$ cat config.mk
export PLATFORM = sky130hd
export DESIGN_NAME = hdr_xlate
export DESIGN_NICKNAME = d
export VERILOG_FILES = /design/src/pkg/hdr_xlate_pkg.sv /design/src/rtl/tram_reader.sv /design/src/rtl/hdr_xlate.sv
export SDC_FILE = /design/constraint.sdc
export NUM_CORES = 1
export LEC_CHECK = 0
export BUFFER_PORTS_ARGS = -buffer_cell sky130_fd_sc_hd__buf_4
export CORE_AREA = 2 2 220 222
export CTS_BUF_LIST = sky130_fd_sc_hd__clkbuf_4
export CTS_CLUSTER_DIAMETER = 30
export DETAILED_ROUTE_END_ITERATION = 16
export DIE_AREA = 0 0 222 224
export GPL_TIMING_DRIVEN = 0
export PLACE_DENSITY = 0.69
export SYNTH_ARGS = -nofsm -noshare
export SYNTH_HDL_FRONTEND = slang
export SYNTH_HIERARCHICAL = 1
export SYNTH_SLANG_ARGS = --single-unit
$ cat constraint.sdc
create_clock -name clk -period 14.3 [get_ports clk]
set_input_delay 3.575 -clock clk [delete_from_list [all_inputs] [get_ports clk]]
set_output_delay 3.575 -clock clk [all_outputs]
set_load 0.05 [all_outputs]
$ cat src/pkg/hdr_xlate_pkg.sv
// shared constants and carriers for the inlet header translation block
package hdr_xlate_pkg;
	// register offsets
	localparam logic [3:0]  REG_CTRL      = 4'h0;
	localparam logic [3:0]  REG_MISS      = 4'h4;
	localparam logic [3:0]  REG_STAT      = 4'h8;
	localparam logic [7:0]  CTRL_RESET    = 8'h00;
	// control register bit positions
	localparam int          CTL_USER_SIDE = 0;
	localparam int          CTL_ROUTE_EN  = 1;
	localparam int          CTL_SECOND    = 2;
	localparam int          CTL_RPP_LO    = 3;
	localparam int          CTL_IGN_OVR   = 5;
	// record byte 0 flag positions
	localparam int          FLG_ACTIVE    = 7;
	localparam int          FLG_VP_ONLY   = 6;
	localparam int          FLG_SPECIAL   = 5;
	localparam int          FLG_IGNORE    = 4;
	localparam int          MODE_LO       = 5;
	localparam logic [1:0]  MODE_RECORD   = 2'h0;
	localparam logic [1:0]  MODE_ORDINARY = 2'h1;
	localparam logic [1:0]  MODE_KEEP     = 2'h2;
	// log2 of records per page, indexed by the select code
	localparam logic [3:0][3:0] RPP_SHIFT = {4'h7, 4'hA, 4'h9, 4'h8};
	// record geometry
	localparam logic [17:0] VP_CNT_USER   = 18'h0_0100;
	localparam logic [17:0] VP_CNT_NET    = 18'h0_1000;
	localparam logic [3:0]  VP_SZ_PLAIN   = 4'h4;
	localparam logic [3:0]  VP_SZ_SECOND  = 4'h6;
	localparam logic [3:0]  VC_SZ_PLAIN   = 4'h6;
	localparam logic [3:0]  VC_SZ_SECOND  = 4'h8;
	localparam logic [8:0]  MAX_PAGES     = 9'h100;
	localparam logic [4:0]  PAGE_CODE_FULL = 5'h10;
	// special cell records in page zero
	localparam logic [15:0] SPECIAL_SPAN  = 16'h0020;
	localparam logic [15:0] VCI_SEG_OAM   = 16'h0006;
	localparam logic [2:0]  PT_SEG_OAM    = 3'h6;
	localparam logic [5:0]  REC_VC6       = 6'h20;
	localparam logic [5:0]  REC_PT_BASE   = 6'h21;
	// bus answers
	localparam logic [1:0]  RESP_OKAY     = 2'h0;
	localparam logic [1:0]  RESP_SLVERR   = 2'h2;

	typedef enum logic [3:0] {
		ST_IDLE  = 4'b0001,
		ST_FETCH = 4'b0010,
		ST_DEC   = 4'b0100,
		ST_OUT   = 4'b1000
	} state_e;

	typedef enum logic [2:0] {
		KIND_VP = 3'b001,
		KIND_VC = 3'b010,
		KIND_SP = 3'b100
	} kind_e;

	typedef struct packed {
		logic [11:0] vpi;
		logic [15:0] vci;
		logic [2:0]  pt;
		logic        clp;
	} cell_in_s;

	typedef struct packed {
		logic [11:0] vpi;
		logic [15:0] vci;
		logic [2:0]  pt;
		logic        clp;
		logic [15:0] bus_hdr;
		logic [15:0] second_hdr;
		logic        second_en;
		logic        hdr_added;
	} cell_out_s;
endpackage

$ cat src/rtl/tram_reader.sv
// byte-wide pipelined reader for the external translation memory
module tram_reader (
	// clock and reset
	input  logic        clk,
	input  logic        rst_n,
	// request
	input  logic        start,
	input  logic [17:0] base,
	input  logic [3:0]  len,
	// memory pins
	output logic [17:0] tram_addr,
	output logic        tram_oe_n,
	input  logic [7:0]  tram_data,
	// returned bytes
	output logic        byte_v,
	output logic [2:0]  byte_idx,
	output logic [7:0]  byte_data,
	output logic        done
);
	typedef struct packed {
		logic [17:0] addr;
		logic        oe_n;
		logic [3:0]  left;
		logic [2:0]  iss_idx;
		logic [1:0]  vpipe;
		logic [2:0]  idx0;
		logic [2:0]  idx1;
		logic        last0;
		logic        last1;
		logic [7:0]  sync1;
		logic [7:0]  sync2;
		logic        bv;
		logic [2:0]  bidx;
		logic        done;
	} rd_s;

	rd_s s;
	rd_s n;

	// memory data is asynchronous to us: two flops before use
	always_comb begin
		n = s;
		n.sync1 = tram_data;
		n.sync2 = s.sync1;
		n.idx1 = s.idx0;
		n.last1 = s.last0;
		n.bv = s.vpipe[1];
		n.bidx = s.idx1;
		n.done = s.vpipe[1] && s.last1;
		n.vpipe = {s.vpipe[0], 1'b0};
		n.last0 = 1'b0;
		if (start && s.left == 4'h0) begin
			n.addr = base;
			n.left = len - 4'h1;
			n.vpipe[0] = 1'b1;
			n.idx0 = 3'h0;
			n.last0 = (len == 4'h1);
			n.iss_idx = 3'h1;
		end else if (s.left != 4'h0) begin
			n.addr = s.addr + 18'h0_0001;
			n.left = s.left - 4'h1;
			n.vpipe[0] = 1'b1;
			n.idx0 = s.iss_idx;
			n.last0 = (s.left == 4'h1);
			n.iss_idx = s.iss_idx + 3'h1;
		end
		// keep the memory enabled until the last byte is sampled
		n.oe_n = !(n.vpipe[0] || s.vpipe[0]);
	end

	always_ff @(posedge clk or negedge rst_n) begin
		if (!rst_n) begin
			s <= '0;
			s.oe_n <= 1'b1;
		end else begin
			s <= n;
		end
	end

	assign tram_addr = s.addr;
	assign tram_oe_n = s.oe_n;
	assign byte_v = s.bv;
	assign byte_idx = s.bidx;
	assign byte_data = s.sync2;
	assign done = s.done;
endmodule

$ cat src/rtl/hdr_xlate.sv
// inlet header translation engine with external record memory
// Function
// select 00/01/10/11 gives 256/512/1024/128 records per page
// never address a page index of 256 or above
// special page-zero routing only while route enable bit 1 is set
// full incoming VPI, 8 or 12 bits, indexes the VPI record
// low nibble of byte 0 is page count, 0 means 16; byte 1 first page
// a VPI's pages span consecutive VCIs from zero; VCI picks its record
// every record carries active, VPI-only, special, ignore flags in byte 0; special records use bits 6:5 as the mode instead
// active and not ignored forwards; inactive and not ignored counts as misrouted
// VPI-only flag set translates VPI alone, clear does two-step lookup
// special flag in VPI record routes VCI 0..31 via page-zero records 0..31
// special flag in VPI record routes VCI 6 with PT 110 via record 32
// special flag in VCI record routes PT 100..111 via records 33..36
// other cells use their ordinary VP or VC record
// active with ignore set discards without counting
// ignore override bit 5 treats ignore flags as clear
// mode 00 special record, 01 ordinary record, 10 keep ids, 11 reserved
// second header only inserted when its enable bit is set
// bus routing header is sixteen bits from the record
// VPI record is 4 or 6 bytes at VPI times 4 or 6
// VPI-only: new VPI from byte 0 nibble and byte 1, headers follow
// VCI record is 6 or 8 bytes holding new VPI, VCI and headers
// translate only while translate pin is low, else pass untouched
// VPI block of 256 or 4096 records sits at memory bottom
// VC address is block size plus page and VCI offsets times record size
// byte-wide reads over 18-bit address finish before the cell leaves
// misrouted counter increments once per inactive, non-ignored discard
//
// Added by the designer: the register offsets and the AXI4-Lite slave port.
module hdr_xlate (
	// clock and reset
	input  logic                    clk,
	input  logic                    rst_n,
	// register bus
	input  logic [3:0]              awaddr,
	input  logic                    awvalid,
	output logic                    awready,
	input  logic [31:0]             wdata,
	input  logic [3:0]              wstrb,
	input  logic                    wvalid,
	output logic                    wready,
	output logic [1:0]              bresp,
	output logic                    bvalid,
	input  logic                    bready,
	input  logic [3:0]              araddr,
	input  logic                    arvalid,
	output logic                    arready,
	output logic [31:0]             rdata,
	output logic [1:0]              rresp,
	output logic                    rvalid,
	input  logic                    rready,
	// incoming cell headers
	input  hdr_xlate_pkg::cell_in_s  cell_in,
	input  logic                    cell_valid,
	output logic                    cell_ready,
	// translated cell headers
	output hdr_xlate_pkg::cell_out_s cell_out,
	output logic                    out_valid,
	input  logic                    out_ready,
	// translate pin, low to translate
	input  logic                    translate_n,
	// record memory
	output logic [17:0]             tram_addr,
	output logic                    tram_oe_n,
	input  logic [7:0]              tram_data
);
	import hdr_xlate_pkg::*;

	typedef struct packed {
		state_e      st;
		kind_e       kind;
		logic [7:0]  ctrl;
		logic        tsync1;
		logic        tsync2;
		cell_in_s    cur;
		logic [7:0][7:0] rec;
		logic [3:0]  pg_cnt;
		logic [7:0]  pg_base;
		logic        ord_ok;
		logic [11:0] o_vpi;
		logic [15:0] o_vci;
		logic [15:0] o_bus;
		logic [15:0] o_sec;
		logic        go;
		logic [17:0] base;
		logic [3:0]  len;
		logic        cell_rdy;
		cell_out_s   out;
		logic        out_v;
		logic        bypass;
		logic [31:0] miss;
		logic        aw_got;
		logic        w_got;
		logic [3:0]  awa;
		logic [7:0]  wd;
		logic        wlane;
		logic        awrdy;
		logic        wrdy;
		logic        bv;
		logic [1:0]  br;
		logic        arrdy;
		logic        rv;
		logic [31:0] rd;
		logic [1:0]  rr;
	} top_s;

	top_s s;
	top_s n;

	logic        byte_v;
	logic [2:0]  byte_idx;
	logic [7:0]  byte_data;
	logic        fetch_done;
	logic        miss_now;

	function automatic logic [17:0] rec_addr(logic [17:0] blk, logic [23:0] idx,
		logic [3:0] sz);
		logic [27:0] p;
		p = idx * sz;
		return blk + p[17:0];
	endfunction

	// returns {in span, record address}
	function automatic logic [18:0] vc_lookup(logic [15:0] vci, logic [3:0] code,
		logic [7:0] pbase, logic [3:0] shift, logic [17:0] blk, logic [3:0] sz);
		logic [15:0] page;
		logic [4:0]  cnt;
		logic [8:0]  absp;
		logic [23:0] idx;
		page = vci >> shift;
		cnt = (code == 4'h0) ? PAGE_CODE_FULL : {1'b0, code};
		absp = {1'b0, pbase} + page[8:0];
		idx = ({16'h0000, pbase} << shift) + {8'h00, vci};
		return {(page < {11'h000, cnt}) && (absp < MAX_PAGES),
			rec_addr(blk, idx, sz)};
	endfunction

	function automatic cell_out_s make_out(cell_in_s c, logic [11:0] vpi,
		logic [15:0] vci, logic [15:0] bus, logic [15:0] sec, logic sec_en, logic added);
		cell_out_s o;
		o.vpi = vpi;
		o.vci = vci;
		o.pt = c.pt;
		o.clp = c.clp;
		o.bus_hdr = bus;
		o.second_hdr = sec_en ? sec : 16'h0000;
		o.second_en = sec_en;
		o.hdr_added = added;
		return o;
	endfunction

	// configuration and record fields
	logic        user_side;
	logic        route_en;
	logic        second_en;
	logic        ign_ovr;
	logic [3:0]  shift;
	logic [3:0]  vp_sz;
	logic [3:0]  vc_sz;
	logic [17:0] vp_blk;
	logic [11:0] vpi_idx;
	logic [7:0]  b0;
	logic        act;
	logic        ign_eff;
	logic [1:0]  sp_mode;
	logic [11:0] rv_vpi;
	logic [15:0] rv_vci;
	logic [15:0] rv_bus;
	logic [15:0] rv_sec;
	logic [15:0] vp_bus;
	logic [15:0] vp_sec;
	logic        sp_vp;
	logic [5:0]  sp_vp_idx;
	logic        sp_vc;
	logic [5:0]  sp_vc_idx;
	logic        vc_ok;
	logic [17:0] vc_addr;

	assign user_side = s.ctrl[CTL_USER_SIDE];
	assign route_en = s.ctrl[CTL_ROUTE_EN];
	assign second_en = s.ctrl[CTL_SECOND];
	assign ign_ovr = s.ctrl[CTL_IGN_OVR];
	assign shift = RPP_SHIFT[s.ctrl[CTL_RPP_LO+:2]];
	assign vp_sz = second_en ? VP_SZ_SECOND : VP_SZ_PLAIN;
	assign vc_sz = second_en ? VC_SZ_SECOND : VC_SZ_PLAIN;
	assign vp_blk = rec_addr(18'h0_0000, {6'h00, user_side ? VP_CNT_USER : VP_CNT_NET},
		vp_sz);
	assign vpi_idx = user_side ? {4'h0, cell_in.vpi[7:0]} : cell_in.vpi;
	assign b0 = s.rec[0];
	assign act = b0[FLG_ACTIVE];
	assign ign_eff = b0[FLG_IGNORE] && !ign_ovr;
	assign sp_mode = b0[MODE_LO+:2];
	assign rv_vpi = {b0[3:0], s.rec[1]};
	assign rv_vci = {s.rec[2], s.rec[3]};
	assign rv_bus = {s.rec[4], s.rec[5]};
	assign rv_sec = {s.rec[6], s.rec[7]};
	assign vp_bus = {s.rec[2], s.rec[3]};
	assign vp_sec = {s.rec[4], s.rec[5]};
	assign sp_vp = b0[FLG_SPECIAL] && route_en && (s.cur.vci < SPECIAL_SPAN);
	assign sp_vp_idx = (s.cur.vci == VCI_SEG_OAM && s.cur.pt == PT_SEG_OAM) ?
		REC_VC6 : s.cur.vci[5:0];
	assign sp_vc = b0[FLG_SPECIAL] && route_en && s.cur.pt[2];
	assign sp_vc_idx = REC_PT_BASE + {4'h0, s.cur.pt[1:0]};
	// page data comes from the fresh VPI record or from the copy kept for it
	assign {vc_ok, vc_addr} = vc_lookup(s.cur.vci,
		(s.kind == KIND_VP) ? b0[3:0] : s.pg_cnt,
		(s.kind == KIND_VP) ? s.rec[1] : s.pg_base, shift, vp_blk, vc_sz);

	always_comb begin
		n = s;
		miss_now = 1'b0;
		n.go = 1'b0;
		n.tsync1 = translate_n;
		n.tsync2 = s.tsync1;
		// write channel: address and data taken in either order
		if (awvalid && s.awrdy) begin
			n.awrdy = 1'b0;
			n.aw_got = 1'b1;
			n.awa = awaddr;
		end
		if (wvalid && s.wrdy) begin
			n.wrdy = 1'b0;
			n.w_got = 1'b1;
			n.wd = wdata[7:0];
			n.wlane = wstrb[0];
		end
		if (s.aw_got && s.w_got && !s.bv) begin
			n.bv = 1'b1;
			n.aw_got = 1'b0;
			n.w_got = 1'b0;
			n.br = RESP_OKAY;
			if ({s.awa[3:2], 2'h0} == REG_CTRL) begin
				if (s.wlane) begin
					n.ctrl = s.wd;
				end
			end else if ({s.awa[3:2], 2'h0} != REG_MISS && {s.awa[3:2], 2'h0} != REG_STAT) begin
				n.br = RESP_SLVERR;
			end
		end
		if (s.bv && bready) begin
			n.bv = 1'b0;
			n.awrdy = 1'b1;
			n.wrdy = 1'b1;
		end
		// read channel
		if (arvalid && s.arrdy) begin
			n.arrdy = 1'b0;
			n.rv = 1'b1;
			n.rr = RESP_OKAY;
			if ({araddr[3:2], 2'h0} == REG_CTRL) begin
				n.rd = {24'h00_0000, s.ctrl};
			end else if ({araddr[3:2], 2'h0} == REG_MISS) begin
				n.rd = s.miss;
			end else if ({araddr[3:2], 2'h0} == REG_STAT) begin
				n.rd = {29'h0000_0000, s.out_v, !s.tsync2, s.st != ST_IDLE};
			end else begin
				n.rd = 32'h0000_0000;
				n.rr = RESP_SLVERR;
			end
		end
		if (s.rv && rready) begin
			n.rv = 1'b0;
			n.arrdy = 1'b1;
		end
		// translation engine
		case (s.st)
			ST_IDLE: begin
				if (!s.cell_rdy) begin
					n.cell_rdy = 1'b1;
				end else if (cell_valid) begin
					n.cell_rdy = 1'b0;
					n.cur = cell_in;
					n.ord_ok = 1'b0;
					if (s.tsync2) begin
						n.out = make_out(cell_in, cell_in.vpi, cell_in.vci, 16'h0000,
							16'h0000, 1'b0, 1'b0);
						n.out_v = 1'b1;
						n.bypass = 1'b1;
						n.st = ST_OUT;
					end else begin
						n.bypass = 1'b0;
						n.go = 1'b1;
						n.base = rec_addr(18'h0_0000, {12'h000, vpi_idx}, vp_sz);
						n.len = vp_sz;
						n.kind = KIND_VP;
						n.st = ST_FETCH;
					end
				end
			end
			ST_FETCH: begin
				if (byte_v) begin
					n.rec[byte_idx] = byte_data;
				end
				if (fetch_done) begin
					n.st = ST_DEC;
				end
			end
			ST_DEC: begin
				n.st = ST_IDLE;
				if (ign_eff) begin
					// dropped silently, counter untouched
				end else if (!act) begin
					miss_now = 1'b1;
				end else begin
					case (s.kind)
						KIND_VP: begin
							n.pg_cnt = b0[3:0];
							n.pg_base = s.rec[1];
							if (b0[FLG_VP_ONLY]) begin
								n.ord_ok = 1'b1;
								n.o_vpi = rv_vpi;
								n.o_vci = s.cur.vci;
								n.o_bus = vp_bus;
								n.o_sec = vp_sec;
							end
							if (sp_vp) begin
								n.go = 1'b1;
								n.base = rec_addr(vp_blk, {18'h0_0000, sp_vp_idx}, vc_sz);
								n.len = vc_sz;
								n.kind = KIND_SP;
								n.st = ST_FETCH;
							end else if (b0[FLG_VP_ONLY]) begin
								n.out = make_out(s.cur, rv_vpi, s.cur.vci, vp_bus, vp_sec,
									second_en, 1'b1);
								n.out_v = 1'b1;
								n.st = ST_OUT;
							end else if (vc_ok) begin
								n.go = 1'b1;
								n.base = vc_addr;
								n.len = vc_sz;
								n.kind = KIND_VC;
								n.st = ST_FETCH;
							end else begin
								// VCI beyond the assigned pages is treated as misrouted
								miss_now = 1'b1;
							end
						end
						KIND_VC: begin
							n.ord_ok = 1'b1;
							n.o_vpi = rv_vpi;
							n.o_vci = rv_vci;
							n.o_bus = rv_bus;
							n.o_sec = rv_sec;
							if (sp_vc) begin
								n.go = 1'b1;
								n.base = rec_addr(vp_blk, {18'h0_0000, sp_vc_idx}, vc_sz);
								n.len = vc_sz;
								n.kind = KIND_SP;
								n.st = ST_FETCH;
							end else begin
								n.out = make_out(s.cur, rv_vpi, rv_vci, rv_bus, rv_sec,
									second_en, 1'b1);
								n.out_v = 1'b1;
								n.st = ST_OUT;
							end
						end
						default: begin
							if (sp_mode == MODE_RECORD) begin
								n.out = make_out(s.cur, rv_vpi, rv_vci, rv_bus, rv_sec,
									second_en, 1'b1);
								n.out_v = 1'b1;
								n.st = ST_OUT;
							end else if (sp_mode == MODE_KEEP) begin
								n.out = make_out(s.cur, s.cur.vpi, s.cur.vci, rv_bus, rv_sec,
									second_en, 1'b1);
								n.out_v = 1'b1;
								n.st = ST_OUT;
							end else if (sp_mode == MODE_ORDINARY && s.ord_ok) begin
								n.out = make_out(s.cur, s.o_vpi, s.o_vci, s.o_bus, s.o_sec,
									second_en, 1'b1);
								n.out_v = 1'b1;
								n.st = ST_OUT;
							end else if (sp_mode == MODE_ORDINARY && vc_ok) begin
								// F4 cell on a two-step VPI: its ordinary record is the VC one
								n.go = 1'b1;
								n.base = vc_addr;
								n.len = vc_sz;
								n.kind = KIND_VC;
								n.st = ST_FETCH;
							end
						end
					endcase
				end
				if (miss_now) begin
					n.miss = s.miss + 32'h0000_0001;
				end
			end
			default: begin
				if (out_ready) begin
					n.out_v = 1'b0;
					n.st = ST_IDLE;
				end
			end
		endcase
	end

	always_ff @(posedge clk or negedge rst_n) begin
		if (!rst_n) begin
			s <= '0;
			s.st <= ST_IDLE;
			s.kind <= KIND_VP;
			s.ctrl <= CTRL_RESET;
			s.tsync1 <= 1'b1;
			s.tsync2 <= 1'b1;
			s.awrdy <= 1'b1;
			s.wrdy <= 1'b1;
			s.arrdy <= 1'b1;
		end else begin
			s <= n;
		end
	end

	tram_reader u_reader (
		.clk       (clk),
		.rst_n     (rst_n),
		.start     (s.go),
		.base      (s.base),
		.len       (s.len),
		.tram_addr (tram_addr),
		.tram_oe_n (tram_oe_n),
		.tram_data (tram_data),
		.byte_v    (byte_v),
		.byte_idx  (byte_idx),
		.byte_data (byte_data),
		.done      (fetch_done)
	);

	assign awready = s.awrdy;
	assign wready = s.wrdy;
	assign bvalid = s.bv;
	assign bresp = s.br;
	assign arready = s.arrdy;
	assign rvalid = s.rv;
	assign rdata = s.rd;
	assign rresp = s.rr;
	assign cell_ready = s.cell_rdy;
	assign cell_out = s.out;
	assign out_valid = s.out_v;
endmodule

After elaboration in Yosys (flattened, before gate mapping)

Index checks and enable logic that the tools add are counted.

Bits of input ports: 94
Bits in latches: 0
Logic and storage cells: 288
Register bits: 423
Bits in writable memories: 0
ROM bits: 0
Memories: 0

Multipliers: 5
Multiplexer cells: 108
Equality and inequality tests: 36
Reductions and logical operators: 52
Shift operators: 2
Add/subtract/negate cells: 11
$lt $le $gt $ge: 6
Bitwise gates (word level): 2
Div/mod/pow operators: 0

Operators by type and width:

| kind                                                            | count |
|---|---|
| 67-bit two-way mux                                              | 9 |
| 23-bit two-way mux                                              | 10 |
| 84-bit two-way mux                                              | 2 |
| 67-bit case mux with 2 select lines                             | 1 |
| 66-bit case mux with 2 select lines                             | 1 |
| 61-bit case mux with 2 select lines                             | 1 |
| 92-bit two-way mux                                              | 1 |
| 23-bit case mux with 2 select lines                             | 2 |
| 68-bit two-way mux                                              | 1 |
| 64-bit bitwise mux                                              | 1 |
| 32-bit two-way mux                                              | 2 |
| 61-bit two-way mux                                              | 1 |
| 4-bit two-way mux                                               | 13 |
| 7-bit two-way mux                                               | 7 |
| 16-bit two-way mux                                              | 3 |
| 18-bit two-way mux                                              | 2 |
| 36-bit two-way mux                                              | 1 |
| 16-bit by 10-bit adder with 17-bit output                       | 2 |
| 32-bit by 1-bit adder with 32-bit output, second input constant | 1 |
| 3-bit two-way mux                                               | 9 |
| 24-bit by 16-bit adder with 24-bit output                       | 1 |
| 8-bit demux with 3-bit select                                   | 1 |
| 24-bit by 4-bit multiplier with 18-bit output                   | 1 |
| 8-bit by 4-bit << shifter with 24-bit output                    | 1 |
| 63 further kinds                                                | 148 |

Depth between registers and ports, before layout

Depth in word-level cells: 15
Mapped depth: 31

Hierarchy

The synthesis kept the hierarchy.

Modules (own cells, without submodules):

| module      | times used | cells an instance | area an instance (um^2) |
|---|---|---|---|
| hdr_xlate   | 1          | 2023              | 20840.0 |
| tram_reader | 1          | 238               | 2617.5 |

Worst setup path before layout

OpenSTA, ideal clock, no wires.

Path kind: register to register
Start: register s[354] (netlist bit)
End: register s[178] (netlist bit)
Clock period less this slack: 5.990 ns
Stages on the path, launching flop included: 27
Slack: 8.310 ns
Data required time: 14.167 ns
Data arrival time: 5.858 ns
Path buffers: 3
Cell sequence: dfrtp_1 -> buf_6 -> clkbuf_1 -> clkbuf_1 -> nor2_1 -> a22o_1 -> ha_1 -> a21boi_0 -> a211o_1 -> a41o_1 -> or2_2 -> xnor2_1 -> nor2_1 -> ha_1 -> ha_1 -> inv_1 -> fa_1 -> inv_1 -> ha_1 -> nand3_1 -> a211o_1 -> a31oi_1 -> xnor2_1 -> xnor3_1 -> xnor2_1 -> mux2i_1 -> o21ai_0

Cells in the longest elaborated chain, start to end: 14
Elaborated cells between the ends (all ways): 26

Ends and longest elaborated chain:

| item                                          | line             | RTL |
|---|---|---|
| start, declared                               | hdr_xlate.sv:108 | `top_s s;` |
| start signal, assigned                        | hdr_xlate.sv:410 | `s <= n;` |
| 4-bit binary-select mux with 2-bit select *   | hdr_xlate.sv:184 | `assign shift = RPP_SHIFT[s.ctrl[CTL_RPP_LO+:2]];` |
| 4-bit two-way mux (implied by the code) *     | hdr_xlate.sv:184 |  |
| 8-bit by 4-bit << shifter with 24-bit output  | hdr_xlate.sv:134 | `idx = ({16'h0000, pbase} << shift) + {8'h00, vci};` |
| 24-bit by 16-bit adder with 24-bit output     | hdr_xlate.sv:134 |  |
| 24-bit by 4-bit multiplier with 18-bit output | hdr_xlate.sv:120 | `p = idx * sz;` |
| 16-bit by 18-bit adder with 18-bit output     | hdr_xlate.sv:121 | `return blk + p[17:0];` |
| 23-bit two-way mux                            | hdr_xlate.sv:374 | `end else if (sp_mode == MODE_ORDINARY && vc_ok) begin` |
| 23-bit two-way mux                            | hdr_xlate.sv:369 | `end else if (sp_mode == MODE_ORDINARY && s.ord_ok) begin` |
| 23-bit two-way mux                            | hdr_xlate.sv:364 | `end else if (sp_mode == MODE_KEEP) begin` |
| 23-bit two-way mux                            | hdr_xlate.sv:359 | `if (sp_mode == MODE_RECORD) begin` |
| 23-bit case mux with 2 select lines           | hdr_xlate.sv:306 | `case (s.kind)` |
| 84-bit two-way mux                            | hdr_xlate.sv:303 | `end else if (!act) begin` |
| 84-bit two-way mux                            | hdr_xlate.sv:301 | `if (ign_eff) begin` |
| 23-bit case mux with 2 select lines           | hdr_xlate.sv:267 | `case (s.st)` |

Mark *: on every way between the ends. The rest lies on a longest branch, timed or not. The select of a mux whose other input is x is not followed.
A chain may end at the register's enable or synchronous reset.

Final worst setup path

Start: register s[359] (netlist bit)
End: register s[178] (netlist bit)

Cells in the longest elaborated chain, start to end: 14
Elaborated cells between the ends (all ways): 34

Ends and longest elaborated chain:

| item                                          | line                                                 | RTL |
|---|---|---|
| 3-bit by 1-bit == test with 1-bit output      | hdr_xlate.sv:207, hdr_xlate.sv:208, hdr_xlate.sv:306 |  |
| 8-bit two-way mux                             | hdr_xlate.sv:208                                     | `(s.kind == KIND_VP) ? s.rec[1] : s.pg_base, shift, vp_blk, vc_sz);` |
| 8-bit by 4-bit << shifter with 24-bit output  | hdr_xlate.sv:134                                     |  |
| 24-bit by 16-bit adder with 24-bit output     | hdr_xlate.sv:134                                     |  |
| 24-bit by 4-bit multiplier with 18-bit output | hdr_xlate.sv:120                                     |  |
| 16-bit by 18-bit adder with 18-bit output     | hdr_xlate.sv:121                                     |  |
| 23-bit two-way mux                            | hdr_xlate.sv:374                                     |  |
| 23-bit two-way mux                            | hdr_xlate.sv:369                                     |  |
| 23-bit two-way mux                            | hdr_xlate.sv:364                                     |  |
| 23-bit two-way mux                            | hdr_xlate.sv:359                                     |  |
| 23-bit case mux with 2 select lines           | hdr_xlate.sv:306                                     |  |
| 84-bit two-way mux                            | hdr_xlate.sv:303                                     |  |
| 84-bit two-way mux                            | hdr_xlate.sv:301                                     |  |
| 23-bit case mux with 2 select lines           | hdr_xlate.sv:267                                     |  |

Parallel ways exist; a longest one is shown, timed or not. The select of a mux whose other input is x is not followed.

==> results.yml <==
drt:
  routed-via-count: 19000
  drt_iter0_drc: 1717
  ant_nets: 0
  routed_wl_microns: 67100
  drt_pass1_iterations: 9
  routed_via_density: 5.78
  routedWlPerCell_microns: 20.4
  drc: 0
global_route:
  grt_util_all_layers: 0.271
  grt_overflow: 0
  grt_max_degree: 121
  grt_pass1_wl_microns: 105000
  antenna_found_initial: 1
  first_global_vias: 18800
clocking:
  root_buffer: "clkbuf_4"
  clock_latency_ns: 0.91
  clock_sink_count: 416
  cts_resized: 0
  htree_levels: 3
  clk_pin_slew_ns: 0.06
  clockBufferDepth: 3
  holdBufCountCts: 0
  postCtsSetupBuffers: 0
  cts_buffers: 113
  cts_tree: "built"
timing:
  rsz0062_at_grt: "no"
  finalCritPeriodShare: 0.488
  worst_pin_slew_ns: 1.14
  maxSlewViolCount: 0
  setup_viol: 0
  finalCriticalPeriod_ns: 6.98
  hold_viol_final: 0
  fin_worst_skew_ns: 0.0949
  setup_tns_ns: 0
  slew_headroom: 0.238
  achievable-frequency_ghz: 0.143
floorplanning:
  num_io_pins: 222
  die_h_microns: 224
  die_area_sq_um: 49700
  coreArea_sq_um: 47300
  start_util: 0.495
  die_width_microns: 222
  rows: 80
worst_setup_path:
  cpMostUsedCell: "ha_1"
  crit_slowest_cell: "mux2i_1"
  worstSetupStartpointType: "register"
  reg2regPathDepth: 26
  cp_max_fo: 10
  crit_path_end_kind: "register"
  crit_type: "reg2reg"
  critical_path_required_ns: 14.97
  timing.critical_path.slowest_cell_delay_ns: 0.62
  cp.arrival_ns: 7.65
run_status:
  status: "completed"
final_layout:
  fin_cells: 3285
  register_area_sq_um: 10400
  multiInputGateArea_sq_um: 11300
  drive_above_1_share: 0.258
  fin_area_sq_um: 27200
  synthToLayoutAreaGrowth_pct: 16.0
  final_nets: 2821
  fill_cells: 4047
logic_synthesis:
  ys.flop_type: "dfrtp_1"
  async_reset_ff_frac: 1.00
  synth_edf_count: 0
  synth_seq_cells: 416
  synthCells: 2261
  yosysWarnings: 6
  ys_seq_area_frac: 0.444
  synthDistinctLibCells: 78
  syn_area_sq_um: 23500
  syn-mean-instance-area_sq_um: 10.4
place:
  dp_cells: 3081
  numPortBuffers: 186
  place.gp.congestion: 0.952
  hpwlAfterDp_microns: 49500
  place_area_sq_um: 25800
min_path:
  hold-path-cell-count: 0
  hp-class: "reg2reg"
power_and_ir_drop:
  leakagePower_nw: 13.2
  powerDensity_nw_per_um2: 248
  irDropWorstVdd_v: 0.000253
  p_total_w: 0.00676
run:
  cap_violations: 0
[final timing paths]
kind,start,endpoint,slack (ns)
worst max register to register,s[359]$_DFFE_PN1P_,s[178]$_DFFE_PN0P_,7.32
worst min register to register,u_reader/n[8]$_DFF_PN0_,u_reader/byte_data[3]$_DFF_PN0_,0.34
worst max-delay path,s[359]$_DFFE_PN1P_,s[178]$_DFFE_PN0P_,7.32
min in group asynchronous,rst_n,s[348]$_DFFE_PN0P_,2.71
max in group asynchronous,rst_n,rdata[11]$_DFFE_PN0P_,10.39
worst min-delay path,u_reader/n[8]$_DFF_PN0_,u_reader/byte_data[3]$_DFF_PN0_,0.34
[worst max-delay path, delay by kind of cell (launching register included)]
family	cells	cell delay (ns)
mux	2	0.75
fa+ha+maj	5	1.78
xor+xnor	4	0.94
buf+inv	3	0.36
simple gates	4	0.68
compound gates	8	1.71
flops	1	0.58
[sequential cells by signal, summed over array words and instances, names as in the netlist, 16 cells and up]
name / cells
u_reader/n: 17
rdata: 32
rv_vci: 16
rv_sec: 16
cell_out: 66
s: 185
u_reader/tram_addr: 18
rv_bus: 16
[through the flow]
stage	setup WS [ns]	hold slack, ns	util
2_1_floorplan	8.31	0.331	-
3_3_place_gp	5.47	0.332	0.542
3_5_place_dp	7.43	0.335	0.544
4_1_cts	7.38	0.342	0.575
5_1_grt	7.02	0.354	0.575
6_report	7.32	0.342	0.575
[where the power goes]
group | switching [W] | total (W) | internal (W) | leakage (nW)
sequential | 0.000344 | 0.00182 | 0.00147 | 5.49
clock | 0.000516 | 0.00105 | 0.000539 | 0.847
combinational | 0.00227 | 0.00389 | 0.00161 | 6.84
[Yosys cell counts, drive strengths merged, types with 6 or more instances]
| library cell | instances | area [sq um] |
|---|---|---|
| nor3 | 26 | 130 |
| dfrtp | 408 | 10200 |
| nand3b | 8 | 60.1 |
| a222oi | 49 | 490 |
| nand3 | 45 | 225 |
| inv | 76 | 285 |
| xnor2 | 40 | 350 |
| nor2b | 26 | 163 |
| and4 | 6 | 52.6 |
| a211o | 8 | 70.1 |
| a22oi | 17 | 128 |
| or2 | 6 | 37.5 |
| nand2 | 178 | 668 |
| a21o | 21 | 158 |
| a31oi | 25 | 156 |
| nor2 | 160 | 601 |
| and3 | 25 | 156 |
| nand2b | 12 | 75.1 |
| mux2 | 142 | 1600 |
| nor4 | 7 | 43.8 |
| o22ai | 12 | 81.3 |
| o21bai | 13 | 97.6 |
| o211ai | 10 | 75.1 |
| ha | 135 | 1690 |
| a211oi | 12 | 90.1 |
| clkbuf | 117 | 439 |
| o21ai | 112 | 561 |
| buf | 151 | 1090 |
| o31ai | 23 | 200 |
| a21oi | 121 | 606 |
| dfstp | 8 | 210 |
| a221o | 18 | 180 |
| nand4 | 16 | 100 |
| and2 | 16 | 100 |
| mux4 | 11 | 248 |
| fa | 11 | 220 |
| a22o | 28 | 245 |
| mux2i | 65 | 651 |
| xor2 | 35 | 307 |
[cell families (layout without fill, tap and decap cells)]
| kind of cell | Yosys count | count (layout) | synth area share |
|---|---|---|---|
| AOI/OAI and AO/OA | 507 | 507 | 0.149 |
| xor gates and xnor gates | 76 | 76 | 0.0290 |
| adders and majority gates | 146 | 146 | 0.0814 |
| buffers and inverters | 344 | 736 | 0.0776 |
| DFF | 416 | 416 | 0.444 |
| muxes | 218 | 218 | 0.106 |
| other | 2 | 19 | 0.000320 |
| and+or+nand+nor | 552 | 552 | 0.112 |
[layout by cell type, fill, tap and decap left out, types with 112 or more instances in the layout]
cell      Yosys  layout
mux2_2      142     142
a21oi_1     121     121
o21ai_0     112     112
clkbuf_1    117     117
clkbuf_4      0     161
nor2_1      160     160
buf_4       131     316
nand2_1     178     178
ha_1        135     135
dfrtp_1     408     408
[final cells by class]
class / count / area share
multi-input cells: 1517 / 0.415
flip-flops and latches: 416 / 0.383
plain buffers: 268 / 0.0564
repair buffers: 189 / 0.0546
clock buffers: 161 / 0.0444
well taps: 615 / 0.0283
inverters: 76 / 0.0105
clock inverters: 42 / 0.00805
diodes: 1 / 0.0000920
[layer usage]
metal,share of wire,GRT usage,vias to the layer above,wire [microns]
met4,0.031,0.105,0,2070
met3,0.081,0.0592,133,5410
li1,-,-,8706,-
met5,0,0,-,0
met1,0.44,0.378,9348,29300
met2,0.45,0.414,795,30200
No activity file was read; power rests on OpenSTA's default activity.
